## config.mk

```make
export PLATFORM = sky130hd
export DESIGN_NAME = slr_device_flat
export DESIGN_NICKNAME = d
export VERILOG_FILES = /design/src/pkg/slr_pkg.sv /design/src/pkg/slr_if.sv /design/src/logic/slr_pll_ref_divisor.sv /design/src/logic/slr_device.sv /design/src/flat_wrapper.sv
export SDC_FILE = /design/constraint.sdc
export NUM_CORES = 1
export LEC_CHECK = 0
export BUFFER_PORTS_ARGS = -buffer_cell sky130_fd_sc_hd__buf_2
export CAP_MARGIN = 20
export CORE_UTILIZATION = 30
export CTS_BUF_LIST = sky130_fd_sc_hd__clkbuf_2 sky130_fd_sc_hd__clkbuf_4 sky130_fd_sc_hd__clkbuf_8
export CTS_CLUSTER_SIZE = 40
export DETAILED_ROUTE_END_ITERATION = 8
export MAX_ROUTING_LAYER = met4
export SLEW_MARGIN = 10
export SYNTH_ARGS = -nofsm -noshare
export SYNTH_HDL_FRONTEND = slang
export SYNTH_HIERARCHICAL = 1
export SYNTH_SLANG_ARGS = --single-unit
```

## constraint.sdc

```tcl
create_clock -name clock_i -period 2.4 [get_ports clock_i]
set_input_delay 0.48 -clock clock_i [delete_from_list [all_inputs] [get_ports clock_i]]
set_output_delay 0.48 -clock clock_i [all_outputs]
set_load 0.005 [all_outputs]
```

## src/pkg/slr_pkg.sv

```systemverilog
// Purpose: Shared constants and types for the link release and status register bank.
// Assumes: Eight-bit registers reached through a plain address/strobe port.
// Notes:   Offsets are the printed register addresses.
package slr_pkg;
    localparam int          ADDR_W          = 10;
    localparam int          DATA_W          = 8;
    localparam logic [9:0]  OFF_RELEASE     = 10'h106;
    localparam logic [9:0]  OFF_STATUS      = 10'h107;
    localparam logic [9:0]  OFF_PLL_REF_DIVISOR      = 10'h108;
    localparam logic [9:0]  OFF_CONTROL     = 10'h110;
    localparam logic [9:0]  OFF_IRQ_MASK    = 10'h111;
    localparam logic [9:0]  OFF_KM1         = 10'h112;
    localparam logic [7:0]  RELEASE_RESET   = 8'h00;
    localparam logic [7:0]  PLL_REF_DIVISOR_RESET    = 8'h30;
    localparam logic [7:0]  KM1_RESET       = 8'h1F;
    localparam logic [7:0]  FIELD6_MASK     = 8'h3F;
    localparam int          BIT_SLIP        = 7;
    localparam int          BIT_LINK        = 6;
    localparam int          BIT_SYNC        = 5;
    localparam int          BIT_RESYNC      = 4;
    localparam int          BIT_CONSIST     = 3;
    localparam int          BIT_LOCK        = 2;
    localparam int          CTL_ENABLE      = 0;
    localparam int          CTL_SUBCLASS    = 1;
    localparam int          CTL_ENCODING    = 2;
    localparam int          OCTETS_PER_STEP = 4;
    localparam int          MF_W            = 10;
    localparam int          MB_STEPS        = 64;
    localparam logic [2:0]  MAX_SYSREF      = 3'h7;
    localparam logic [7:0]  STATUS_W1C      = 8'h90;
    typedef enum logic [1:0] {
        SLR_IDLE,
        SLR_WAIT,
        SLR_UP
    } slr_link_t;
endpackage : slr_pkg

```

## src/pkg/slr_if.sv

```systemverilog
// Purpose: Register port between the controlling party and the device.
// Assumes: One clock; read data valid the cycle after the read strobe.
// Notes:   Device modport answers, host modport drives.
`timescale 1ns/10ps
`default_nettype none
interface slr_if;
    logic [9:0] addr;
    logic [7:0] wdata;
    logic       wr;
    logic       rd;
    logic [7:0] rdata;
    modport device (input addr, input wdata, input wr, input rd, output rdata);
    modport host (output addr, output wdata, output wr, output rd, input rdata);
endinterface : slr_if
`default_nettype wire

```

## src/logic/slr_pll_ref_divisor.sv

```systemverilog
// Purpose: Divides the converter clock by the programmed divisor.
// Assumes: Divisor is one of the legal even or small values.
// Notes:   Output high for the first div_i/2 cycles of each period, rounded down.
`timescale 1ns/10ps
`default_nettype none
module slr_pll_ref_divisor (
    // Clock and reset.
    input  wire logic       clock_i,
    input  wire logic       reset_i,
    // Divisor.
    input  wire logic [5:0] div_i,
    // Reference out.
    output var  logic       ref_o
);
    import slr_pkg::*;
    logic [5:0] count;
    always_ff @(posedge clock_i) begin
        if (reset_i || count + 6'h01 >= div_i) begin
            count <= 6'h00;
        end else begin
            count <= count + 6'h01;
        end
    end
    always_ff @(posedge clock_i) begin
        if (reset_i) begin
            ref_o <= 1'b0;
        end else begin
            ref_o <= (count < (div_i >> 1));
        end
    end
endmodule : slr_pll_ref_divisor
`default_nettype wire

```

## src/logic/slr_device.sv

```systemverilog
// Purpose: Device end: release delay, reference divisor and link status registers.
// Assumes: Lane, buffer and alignment events arrive as pins from the link logic.
// Notes:   Pins are synchronised by two flip-flops before use.
//
// Design decision made here: strobed register access.
`timescale 1ns/10ps
`default_nettype none
module slr_device (
    // Clock and reset.
    input  wire logic  clock_i,
    input  wire logic  reset_i,
    // Register port.
    slr_if.device      bus,
    // Link pins.
    input  wire logic  lanes_writing_i,
    input  wire logic  buffer_fault_i,
    input  wire logic  sync_line_state_i,
    input  wire logic  sysref_i,
    input  wire logic  sysref_match_i,
    input  wire logic  pll_locked_i,
    // Outputs.
    output var  logic  release_o,
    output var  logic  link_enable_o,
    output var  logic  line_encoding_select_o,
    output var  logic  pll_ref_clk_o,
    output var  logic  irq_o
);
    import slr_pkg::*;
    logic [7:0]      release_delay;
    logic [7:0]      pll_reference_divisor;
    logic [7:0]      control;
    logic [7:0]      irq_mask;
    logic [7:0]      frames_per_multiframe_minus1;
    logic [7:0]      link_status;
    logic [7:0]      next_rdata;
    logic [5:0]      meta;
    logic [5:0]      pins;
    logic            sysref_prev;
    logic            sysref_edge;
    logic [MF_W-1:0] mf_count;
    logic [MF_W-1:0] mf_length;
    logic [MF_W-1:0] release_point;
    logic            buffer_slip_flag;
    logic            resync_flag;
    logic            sysref_consistent_flag;
    logic            ref_clk;
    slr_link_t       state;

    function automatic logic hit(input logic [9:0] a, input logic [9:0] off);
        hit = (a == off);
    endfunction : hit

    always_ff @(posedge clock_i) begin
        if (reset_i) begin
            meta <= 6'h00;
            pins <= 6'h00;
        end else begin
            meta <= {lanes_writing_i, buffer_fault_i, sync_line_state_i, sysref_i, sysref_match_i, pll_locked_i};
            pins <= meta;
        end
    end
    always_ff @(posedge clock_i) begin
        if (reset_i) begin
            sysref_prev <= 1'b0;
        end else begin
            sysref_prev <= pins[2];
        end
    end
    assign sysref_edge = pins[2] & ~sysref_prev;

    always_ff @(posedge clock_i) begin
        if (reset_i) begin
            release_delay                <= RELEASE_RESET;
            pll_reference_divisor        <= PLL_REF_DIVISOR_RESET;
            control                      <= 8'h00;
            irq_mask                     <= 8'h00;
            frames_per_multiframe_minus1 <= KM1_RESET;
        end else if (bus.wr) begin
            if (hit(bus.addr, OFF_RELEASE)) release_delay <= bus.wdata & FIELD6_MASK;
            if (hit(bus.addr, OFF_PLL_REF_DIVISOR)) pll_reference_divisor <= bus.wdata & FIELD6_MASK;
            if (hit(bus.addr, OFF_CONTROL)) control <= bus.wdata;
            if (hit(bus.addr, OFF_IRQ_MASK)) irq_mask <= bus.wdata;
            if (hit(bus.addr, OFF_KM1)) frames_per_multiframe_minus1 <= bus.wdata;
        end
    end

    // Multiframe length in 4-octet steps: K (8b/10b) or fixed 64 steps (64b/66b).
    assign mf_length = control[CTL_ENCODING] ? MF_W'(MB_STEPS)
                                             : MF_W'(frames_per_multiframe_minus1) + MF_W'(1);
    assign release_point = MF_W'(release_delay[5:0]);

    always_ff @(posedge clock_i) begin
        if (reset_i || !control[CTL_ENABLE] || (sysref_edge && control[CTL_SUBCLASS])) begin
            mf_count <= '0;
        end else if (mf_count + MF_W'(1) >= mf_length) begin
            mf_count <= '0;
        end else begin
            mf_count <= mf_count + MF_W'(1);
        end
    end

    always_ff @(posedge clock_i) begin
        if (reset_i || !control[CTL_ENABLE]) begin
            state <= SLR_IDLE;
        end else begin
            unique case (state)
                SLR_IDLE: if (pins[5]) state <= SLR_WAIT;
                SLR_WAIT: begin
                    if (!control[CTL_SUBCLASS] || mf_count == release_point) state <= SLR_UP;
                end
                SLR_UP: if (!pins[5]) state <= SLR_IDLE;
            endcase
        end
    end

    always_ff @(posedge clock_i) begin
        if (reset_i || !control[CTL_ENABLE]) begin
            sysref_consistent_flag <= 1'b0;
        end else if (sysref_edge) begin
            sysref_consistent_flag <= pins[1];
        end
    end

    always_ff @(posedge clock_i) begin
        if (reset_i) begin
            buffer_slip_flag <= 1'b0;
        end else if (pins[4] && state == SLR_UP) begin
            buffer_slip_flag <= 1'b1;
        end else if (bus.wr && hit(bus.addr, OFF_STATUS) && bus.wdata[BIT_SLIP]) begin
            buffer_slip_flag <= 1'b0;
        end
    end
    always_ff @(posedge clock_i) begin
        if (reset_i) begin
            resync_flag <= 1'b0;
        end else if (sysref_edge && control[CTL_SUBCLASS] && mf_count != '0) begin
            resync_flag <= 1'b1;
        end else if (bus.wr && hit(bus.addr, OFF_STATUS) && bus.wdata[BIT_RESYNC]) begin
            resync_flag <= 1'b0;
        end
    end

    always_comb begin
        link_status              = 8'h00;
        link_status[BIT_SLIP]    = buffer_slip_flag;
        link_status[BIT_LINK]    = (state == SLR_UP);
        link_status[BIT_SYNC]    = pins[3];
        link_status[BIT_RESYNC]  = resync_flag;
        link_status[BIT_CONSIST] = sysref_consistent_flag;
        link_status[BIT_LOCK]    = pins[0];
    end

    always_comb begin
        next_rdata = 8'h00;
        if (hit(bus.addr, OFF_RELEASE)) next_rdata = release_delay;
        if (hit(bus.addr, OFF_STATUS)) next_rdata = link_status;
        if (hit(bus.addr, OFF_PLL_REF_DIVISOR)) next_rdata = pll_reference_divisor;
        if (hit(bus.addr, OFF_CONTROL)) next_rdata = control;
        if (hit(bus.addr, OFF_IRQ_MASK)) next_rdata = irq_mask;
        if (hit(bus.addr, OFF_KM1)) next_rdata = frames_per_multiframe_minus1;
    end
    always_ff @(posedge clock_i) begin
        if (reset_i || !bus.rd) begin
            bus.rdata <= 8'h00;
        end else begin
            bus.rdata <= next_rdata;
        end
    end

    always_ff @(posedge clock_i) begin
        if (reset_i) begin
            release_o              <= 1'b0;
            link_enable_o          <= 1'b0;
            line_encoding_select_o <= 1'b0;
            irq_o                  <= 1'b0;
            pll_ref_clk_o          <= 1'b0;
        end else begin
            release_o              <= (state == SLR_UP);
            link_enable_o          <= control[CTL_ENABLE];
            line_encoding_select_o <= control[CTL_ENCODING];
            irq_o                  <= |(link_status & STATUS_W1C & irq_mask);
            pll_ref_clk_o          <= ref_clk;
        end
    end

    slr_pll_ref_divisor slr_pll_ref_divisor_inst (
        .clock_i (clock_i),
        .reset_i (reset_i),
        .div_i   (pll_reference_divisor[5:0]),
        .ref_o   (ref_clk)
    );
endmodule : slr_device
`default_nettype wire

```

## src/flat_wrapper.sv

```systemverilog
// flat-port wrapper written by rule: the top's interface ports become plain ports
module slr_device_flat import slr_pkg::*;
  (clock_i, reset_i, lanes_writing_i, buffer_fault_i, sync_line_state_i, sysref_i, sysref_match_i, pll_locked_i, release_o, link_enable_o, line_encoding_select_o, pll_ref_clk_o, irq_o, bus_addr, bus_wdata, bus_wr, bus_rd, bus_rdata);
  slr_if bus_i ();
  input  wire logic clock_i;
  input  wire logic reset_i;
  input  wire logic lanes_writing_i;
  input  wire logic buffer_fault_i;
  input  wire logic sync_line_state_i;
  input  wire logic sysref_i;
  input  wire logic sysref_match_i;
  input  wire logic pll_locked_i;
  output var  logic release_o;
  output var  logic link_enable_o;
  output var  logic line_encoding_select_o;
  output var  logic pll_ref_clk_o;
  output var  logic irq_o;
  input wire logic [$bits(bus_i.addr)-1:0] bus_addr;
  input wire logic [$bits(bus_i.wdata)-1:0] bus_wdata;
  input wire logic [$bits(bus_i.wr)-1:0] bus_wr;
  input wire logic [$bits(bus_i.rd)-1:0] bus_rd;
  output wire logic [$bits(bus_i.rdata)-1:0] bus_rdata;
  assign bus_i.addr = bus_addr;
  assign bus_i.wdata = bus_wdata;
  assign bus_i.wr = bus_wr;
  assign bus_i.rd = bus_rd;
  assign bus_rdata = bus_i.rdata;
  slr_device u_core (.clock_i(clock_i), .reset_i(reset_i), .bus(bus_i), .lanes_writing_i(lanes_writing_i), .buffer_fault_i(buffer_fault_i), .sync_line_state_i(sync_line_state_i), .sysref_i(sysref_i), .sysref_match_i(sysref_match_i), .pll_locked_i(pll_locked_i), .release_o(release_o), .link_enable_o(link_enable_o), .line_encoding_select_o(line_encoding_select_o), .pll_ref_clk_o(pll_ref_clk_o), .irq_o(irq_o));
endmodule
```

* After elaboration in Yosys (flattened, before gate mapping)
Cells that the tools add are included.
** Storage, ports and cells
- Flip-flop bits (word level) :: 84
- Input port bits :: 28
- Output and inout port bits :: 13
** Operators by class
- $add $sub $neg :: 3
- Order comparisons :: 3
- Equality and inequality tests :: 12
- Multiplexer cells :: 15
- Bitwise logic cells :: 3
- Reduce and logical (&&, ||, !) cells :: 26
** Operators with widths (count)
- == test 10 x 9 -> 1 bit, second input constant :: 6
- two-way mux 8 bit :: 5
- adder 10 x 1 -> 10 bit, second input constant :: 1
- == test 10 x 6 -> 1 bit :: 1
- >= comparator 10 bit :: 1
- two-way mux 10 bit :: 1
- AND reduction 2 bit :: 5
- nonzero test 10 bit :: 1
- adder 8 x 1 -> 9 bit, second input constant :: 1
- AND 8 bit :: 1
- OR reduction 8 bit :: 1
- adder 6 x 1 -> 6 bit, second input constant :: 1
- >= comparator 6 bit :: 1
- logical AND 1 bit :: 6
- less-than comparator 6 x 5 -> 1 bit :: 1
- two-way mux 2 bit :: 3
- two-way mux 6 bit :: 1
- one-hot mux 2 bit (3 select lines) :: 1
- logical OR 1 bit :: 5
- two-way mux 1 bit :: 4
- inequality test 2 x 1 -> 1 bit, second input constant :: 2
- nonzero test 2 bit :: 2
- logical NOT 1 bit :: 3
- AND reduction 3 bit :: 1
- 7 further kinds :: 7

* Longest topological paths before layout
Gate-level depths: netlist (run 1).
- Depth after elaboration :: 7
- Depth in mapped cells :: 11
- Mapped depth without buffers :: 10

* Hierarchy
The synthesis (run 1) kept the hierarchy.
** By module, submodules not included
- slr_device :: instances 1, cells an instance 396, area each 3585.9 um^2, sequential area each 1541.5 um^2
- slr_pll_ref_divisor :: instances 1, cells an instance 53, area each 515.5 um^2, sequential area each 140.1 um^2

* Least setup slack after synthesis (run 1)
OpenSTA, ideal clock, no wires.
- Path kind :: register to register
- Start point :: reg u_core.mf_count[2]
- End point :: reg u_core.mf_count[2]
- Library setup time :: 0.066 ns
- Data arrival time :: 1.970 ns
- Data required time :: 2.334 ns
- Setup slack :: 0.364 ns
- Stages on the path, launching flop included :: 12
- Path buffers :: 1
- Period minus slack after synthesis :: 2.036 ns
- Path through :: dfxtp_1 > clkbuf_1 > nand4_1 > nor2_1 > nand2_1 > xnor2_1 > ha_1 > a211oi_1 > o21ai_0 > a41oi_1 > o21ai_2 > nor2b_1
** Between the ends
- Longest elaborated chain between the ends :: 3
** Ends and longest elaborated chain
- start, declared :: line slr_device.sv:40 : logic [MF_W-1:0] mf_count;
- start signal, assigned :: line slr_device.sv:98 : mf_count <= mf_count + MF_W'(1);
- adder 10 x 1 -> 10 bit (*) :: line slr_device.sv:95, slr_device.sv:98
- >= comparator 10 bit :: line slr_device.sv:95 : end else if (mf_count + MF_W'(1) >= mf_length) begin
- OR reduction 2 bit (no line)
Every way passes the cells marked *; elsewhere a longest branch is shown, timed or not.
A chain may end at the register's enable or synchronous reset.

* Worst setup path after layout (run 1)
- Start point :: reg u_core.frames_per_multiframe_minus1[0]
- End point :: reg u_core.mf_count[7]
** Between the ends
- Longest elaborated chain between the ends :: 4
** Ends and longest elaborated chain
- start, declared :: line slr_device.sv:33 : logic [7:0] frames_per_multiframe_minus1;
- start signal, assigned :: line slr_device.sv:83 : if (hit(bus.addr, OFF_KM1)) frames_per_multiframe_minus1 <= bus.wdata;
- adder 8 x 1 -> 9 bit :: line slr_device.sv:89 : : MF_W'(frames_per_multiframe_minus1) + MF_W'(1);
- two-way mux 10 bit :: line slr_device.sv:88 : assign mf_length = control[CTL_ENCODING] ? MF_W'(MB_STEPS)
- >= comparator 10 bit :: line slr_device.sv:95
- OR reduction 2 bit (no line)
No other way between the ends.

==> flow_summary.ini, run 1 <==
[yosys]
ys_seq_area_frac = 0.410
synth_most_common_cell = dfxtp_1
async_reset_ff_frac = 0
synth-seq-cells = 84
synth_edf_count = 0
synth_cells = 449
syn-cell-area_um2 = 4100
synth_cell_types = 51
ys_top_cells_by_area = dfxtp_1 41%, ha_1 8.2%, mux2i_1 7.8%
yosysTopAreaCell = dfxtp_1
ys_top_cells_by_count = 84 x dfxtp_1, 43 x nor2_1, 41 x nand2_1, 32 x mux2i_1, 30 x nor2b_1
syn_area_per_cell_um2 = 9.13
synth_top_area_share = 0.410
syn_nets = 504
synth_warnings = 6
ys.flop_type = dfxtp_1

[sta]
finalMaxSlewViolations = 0
timing.fmax_ghz = 0.448
hold_slack_ps = 335
finalCriticalPeriod_ps = 2230
grt_setup_unrepaired = false
setup_ws_ps = 165
hold_viol = 0
tns_ps = 0
fin_worst_skew_ps = 9.86
tightest_slew_ps = 520
fin_crit_sh = 0.931
slew_headroom = 0.650
setup_viol = 0

[clocking]
cts_tree = built
clock-root-buffer = clkbuf_8
clock-sinks = 84
insertion_delay_ps = 360
cts_max_level = 3
clock_path_buffers = 2
cts-buffers-inserted = 9
cts_hold_buffers = 0
clk_pin_slew_ps = 80

[setup_path]
cp-end-kind = flop
worst_setup_path_start_kind = flop
worstSetupPathType = flop to flop
cp.required_ps = 2700
cp.arrival_ps = 2530
path_max_fanout = 9

[global_route]
grt_overflow_total = 0
grt_pass1_vias = 3344
grt_antenna_before_repair = 0
grt_max_degree = 38
grt.total_usage = 0.154
grt_pass1_wl_um = 16500

[layout]
nets = 551
final_area_um2 = 4810
utilization = 0.361
area_growth_pct = 17.2
layout-drive-gt1-share = 0.166
fillers = 1349
diodes = 0
stdcell_count = 677
multi_input_area_um2 = 2280
seq_area_um2 = 1680

[routing]
vias = 3362
drc = 0
wl_per_cell_um = 14.7
dr.pass1.iters = 4
drt_iter0_markers = 192
drtAntennaViolNets = 0
via_per_inst = 4.97
routed_wl_um = 9960

[power]
power.density_nw_per_um2 = 584
max-vdd-ir-drop_uv = 373
p_total_mw = 2.81
p_leak_nw = 2.03

[placement]
dp_slack_ps = 172
routabilityCongestion = 0.940
dp_hpwl_um = 7630
dp_cells = 661
dpl-instance-area_um2 = 4540
port_buffers = 40

[floorplan]
dieArea_um2 = 14100
core-area_um2 = 13300
die_height_um = 119
start_util = 0.308
die_x_um = 119
num_rows = 42
io_pins = 41

[run]
maxCapViolations = 0

[run_status]
status = finished clean

[worst_hold_path]
hold_path_class = input pin to flop
-- registers in the layout, summed over array words and instances (netlist names), 8 cells and up --
| signal | flops |
|---|---|
| u_core/mf_count | 10 |
| u_core/frames_per_multiframe_minus1 | 8 |
| u_core/control | 8 |
| u_core/bus.rdata | 8 |
| u_core/irq_mask | 8 |
-- timing repair --
action / CTS / global route
resized for setup: 0 / 4
buffers inserted: 0 / 0
setup endpoints to repair: 0 / 9
-- final cells by class --
cell class | instances | area share
Clock inverter | 6 | 0.0232
Inverter | 18 | 0.0141
Sequential cell | 84 | 0.350
Tap cell | 176 | 0.0458
Clock buffer | 10 | 0.0286
Multi-Input combinational cell | 329 | 0.475
Timing Repair Buffer | 54 | 0.0635
-- cells in the final DEF, fill, tap and decap left out, types with 2 or more instances in the layout --
cell type / n
a211o_1: 2
a211oi_1: 7
a21o_1: 2
a21oi_1: 21
a22oi_1: 11
and3_1: 6
buf_2: 40
buf_4: 14
bufinv_16: 3
clkbuf_8: 10
dfxtp_1: 83
ha_1: 27
inv_1: 18
mux2i_1: 32
nand2_1: 41
nand2b_1: 11
nand3_1: 13
nand3_2: 2
nand4_1: 3
nand4b_1: 3
nor2_1: 43
nor2b_1: 30
nor3_1: 6
nor3_4: 2
nor4_1: 3
o21a_1: 3
o21ai_0: 11
o22ai_1: 3
o32ai_1: 3
or3_1: 2
xnor2_1: 15
xor2_1: 7
-- logic make-up after synthesis --
family / count (synthesis) / synth area share
other cells: 1 / 0.000914
xor+xnor: 22 / 0.0470
compound gates: 76 / 0.126
flops: 84 / 0.410
mux: 32 / 0.0781
fa+ha+maj: 27 / 0.0824
simple gates: 171 / 0.218
buf+inv: 36 / 0.0375
-- power by group --
group / internal, mW / switching (mW)
clock network: 0.719 / 0.508
logic: 0.0607 / 0.101
registers: 1.41 / 0.00939
total: 2.19 / 0.619
-- path summary, 6_finish.rpt --
| check | from | endpoint | slack (ps) | cells past startpoint |
|---|---|---|---|---|
| worst max register to register | u_core/frames_per_multiframe_minus1[0] | u_core/mf_count[7] | 170 | 10 |
| worst min-delay path | lanes_writing_i | u_core/meta[5] | 330 | 2 |
| worst max-delay path | u_core/frames_per_multiframe_minus1[0] | u_core/mf_count[7] | 170 | 10 |
| worst min register to register | u_core/meta[2] | u_core/pins[2] | 440 | 1 |
-- critical path: stages, from the launching register on --
cell and delay [ps]:
dfxtp_1 410, and3_1 240, nand3_1 100, xnor2_1 160, nand2b_1 80, ha_1 320, a211oi_1 250, o21ai_0 140
a41oi_2 230, o21ai_4 130, nor2b_1 120
-- metal layers --
| metal | vias up | share of wire | GRT usage |
|---|---|---|---|
| met1 | 1582 | 0.44 | 0.178 |
| met2 | 94 | 0.48 | 0.252 |
| li1 | 1666 | - | - |
| met3 | 20 | 0.058 | 0.0469 |
| met4 | 0 | 0.023 | 0.0530 |
| met5 | - | 0 | - |
No activity file was read; power rests on OpenSTA's default activity.
==> inputs of run 2 (changes only) <==
--- a/config.mk
+++ b/config.mk
@@ -12,6 +12,7 @@
 export CTS_CLUSTER_SIZE = 40
 export DETAILED_ROUTE_END_ITERATION = 8
 export MAX_ROUTING_LAYER = met4
+export RECOVER_POWER = 25
 export SLEW_MARGIN = 10
 export SYNTH_ARGS = -nofsm -noshare
 export SYNTH_HDL_FRONTEND = slang
==> run 2 against run 1 <==
Net effect:
- routed wire length is 0.26% higher
- core utilization about the same
- global-route usage stayed put
- maximum frequency up 0.17%
- first-iteration DRC count unchanged
- register-to-register slack about the same
- sequential share of layout area barely moved
- final area about the same
- power is essentially flat
- sequential cell count is the same
- worst hold slack about the same
- critical path type unchanged
- highest routed layer unchanged
==> flow_summary.ini, run 2 (synthesis gave the netlist of run 1 again) <==
[clocking]
cts-buffers-inserted = 9
cts_hold_buffers = 0
clock-root-buffer = clkbuf_8
clock_path_buffers = 2
cts_max_level = 3
clock-sinks = 84
post_cts_buffers = 0
insertion_delay_ps = 360
cts_tree = built
clk_pin_slew_ps = 80

[floorplan]
dieArea_um2 = 14100
die_x_um = 119
io_pins = 41
core-area_um2 = 13300
die_height_um = 119
start_util = 0.308
num_rows = 42

[power]
p_total_mw = 2.81
p_leak_nw = 2.02
max-vdd-ir-drop_uv = 375
power.density_nw_per_um2 = 585

[layout]
area_growth_pct = 17.1
largest_reg_flops = 10
fillers = 1350
nets = 551
diodes = 0
stdcell_count = 677
layout-drive-gt1-share = 0.162
final_cell_mix = 83 x dfxtp_1, 43 x nor2_1, 41 x nand2_1
utilization = 0.361
largest-register = u_core/mf_count
layout_commonest_cell = dfxtp_1

[run]
maxCapViolations = 0

[run_status]
status = finished clean

[sta]
setup_viol = 0
fin_crit_sh = 0.929
grt_setup_unrepaired = false
fin_worst_skew_ps = 9.39
finalMaxSlewViolations = 0
hold_viol = 0
timing.fmax_ghz = 0.448
tns_ps = 0
tightest_slew_ps = 520
hold_slack_ps = 334
finalCriticalPeriod_ps = 2230
slew_headroom = 0.650

[routing]
vias = 3374
drtAntennaViolNets = 0
drt_iter0_markers = 192
via_per_inst = 4.98
drc = 0
wl_per_cell_um = 14.8
routed_wl_um = 9990
dr.pass1.iters = 5

[global_route]
grt_pass1_vias = 3344
grt_max_degree = 38
grt.total_usage = 0.154
grt_pass1_wl_um = 16500
grt_antenna_before_repair = 0
grt_overflow_total = 0

[setup_path]
cp.arrival_ps = 2530
path_max_fanout = 9
cp.required_ps = 2700
worstSetupPathType = flop to flop
worst_setup_path_start_kind = flop
rr_worst_depth = 10
cp-end-kind = flop

[placement]
dp_hpwl_um = 7630
routabilityCongestion = 0.940
port_buffers = 40
dp_cells = 661

[worst_hold_path]
hold_path_class = input pin to flop
worstHoldPathCells = 2
==> run 2: cell types whose count changed in the layout (fill, tap and decap cells not counted) <==
cell / before / now
clkbuf_1: 0 / 2
buf_2: 40 / 38
==> run 2: layout make-up <==
class | instances | area, µm² | share of cell area
Clock buffer | 10 | 138 | 0.0287
Clock inverter | 6 | 111 | 0.0232
Inverter | 18 | 67.6 | 0.0141
Multi-Input combinational cell | 329 | 2280 | 0.475
Sequential cell | 84 | 1680 | 0.350
Tap cell | 176 | 220 | 0.0458
Timing Repair Buffer | 54 | 303 | 0.0630
==> run 2: stage by stage <==
stage	setup slack, ps	area, µm²
after global placement	190	4540
after global routing	20.3	4800
after CTS	168	4790
after detailed placement	172	4540
after floorplan	364	4100
final	169	4800
==> run 2: critical path, cell delays in order, from the launching register on <==
cell and delay (ps):
dfxtp_1 410, and3_1 230, nand3_1 100, xnor2_1 160, nand2b_1 80, ha_1 320, a211oi_1 250, o21ai_0 140
a41oi_2 230, o21ai_4 130, nor2b_1 120
==> run 2: final timing paths <==
kind	startpoint	endpoint	slack, ps
setup / recovery	u_core/frames_per_multiframe_minus1[0]	u_core/mf_count[7]	170
hold / removal	lanes_writing_i	u_core/meta[5]	330
setup reg to reg	u_core/frames_per_multiframe_minus1[0]	u_core/mf_count[7]	170
hold reg to reg	u_core/meta[2]	u_core/pins[2]	440
==> run 2: where the power goes <==
| group | switching, mW | internal [mW] | total, mW | leakage [nW] |
|---|---|---|---|---|
| Sequential | 0.00939 | 1.41 | 1.42 | 0.682 |
| Combinational | 0.101 | 0.0604 | 0.161 | 1.22 |
| Clock | 0.509 | 0.719 | 1.23 | 0.122 |
==> run 2: layer usage <==
metal  global-route usage  share of wire  vias to the layer above
li1                     -              -                     1666
met1                0.178           0.45                     1597
met2                0.252           0.48                       95
met3               0.0469          0.056                       16
met4               0.0530          0.017                        0
met5                    -              0                        -
==> run 2: what timing repair did <==
item                                    in CTS  in global routing
endpoints found under the setup margin       0                  9
resized for setup                            0                  4
hold endpoints to repair                     0                  0
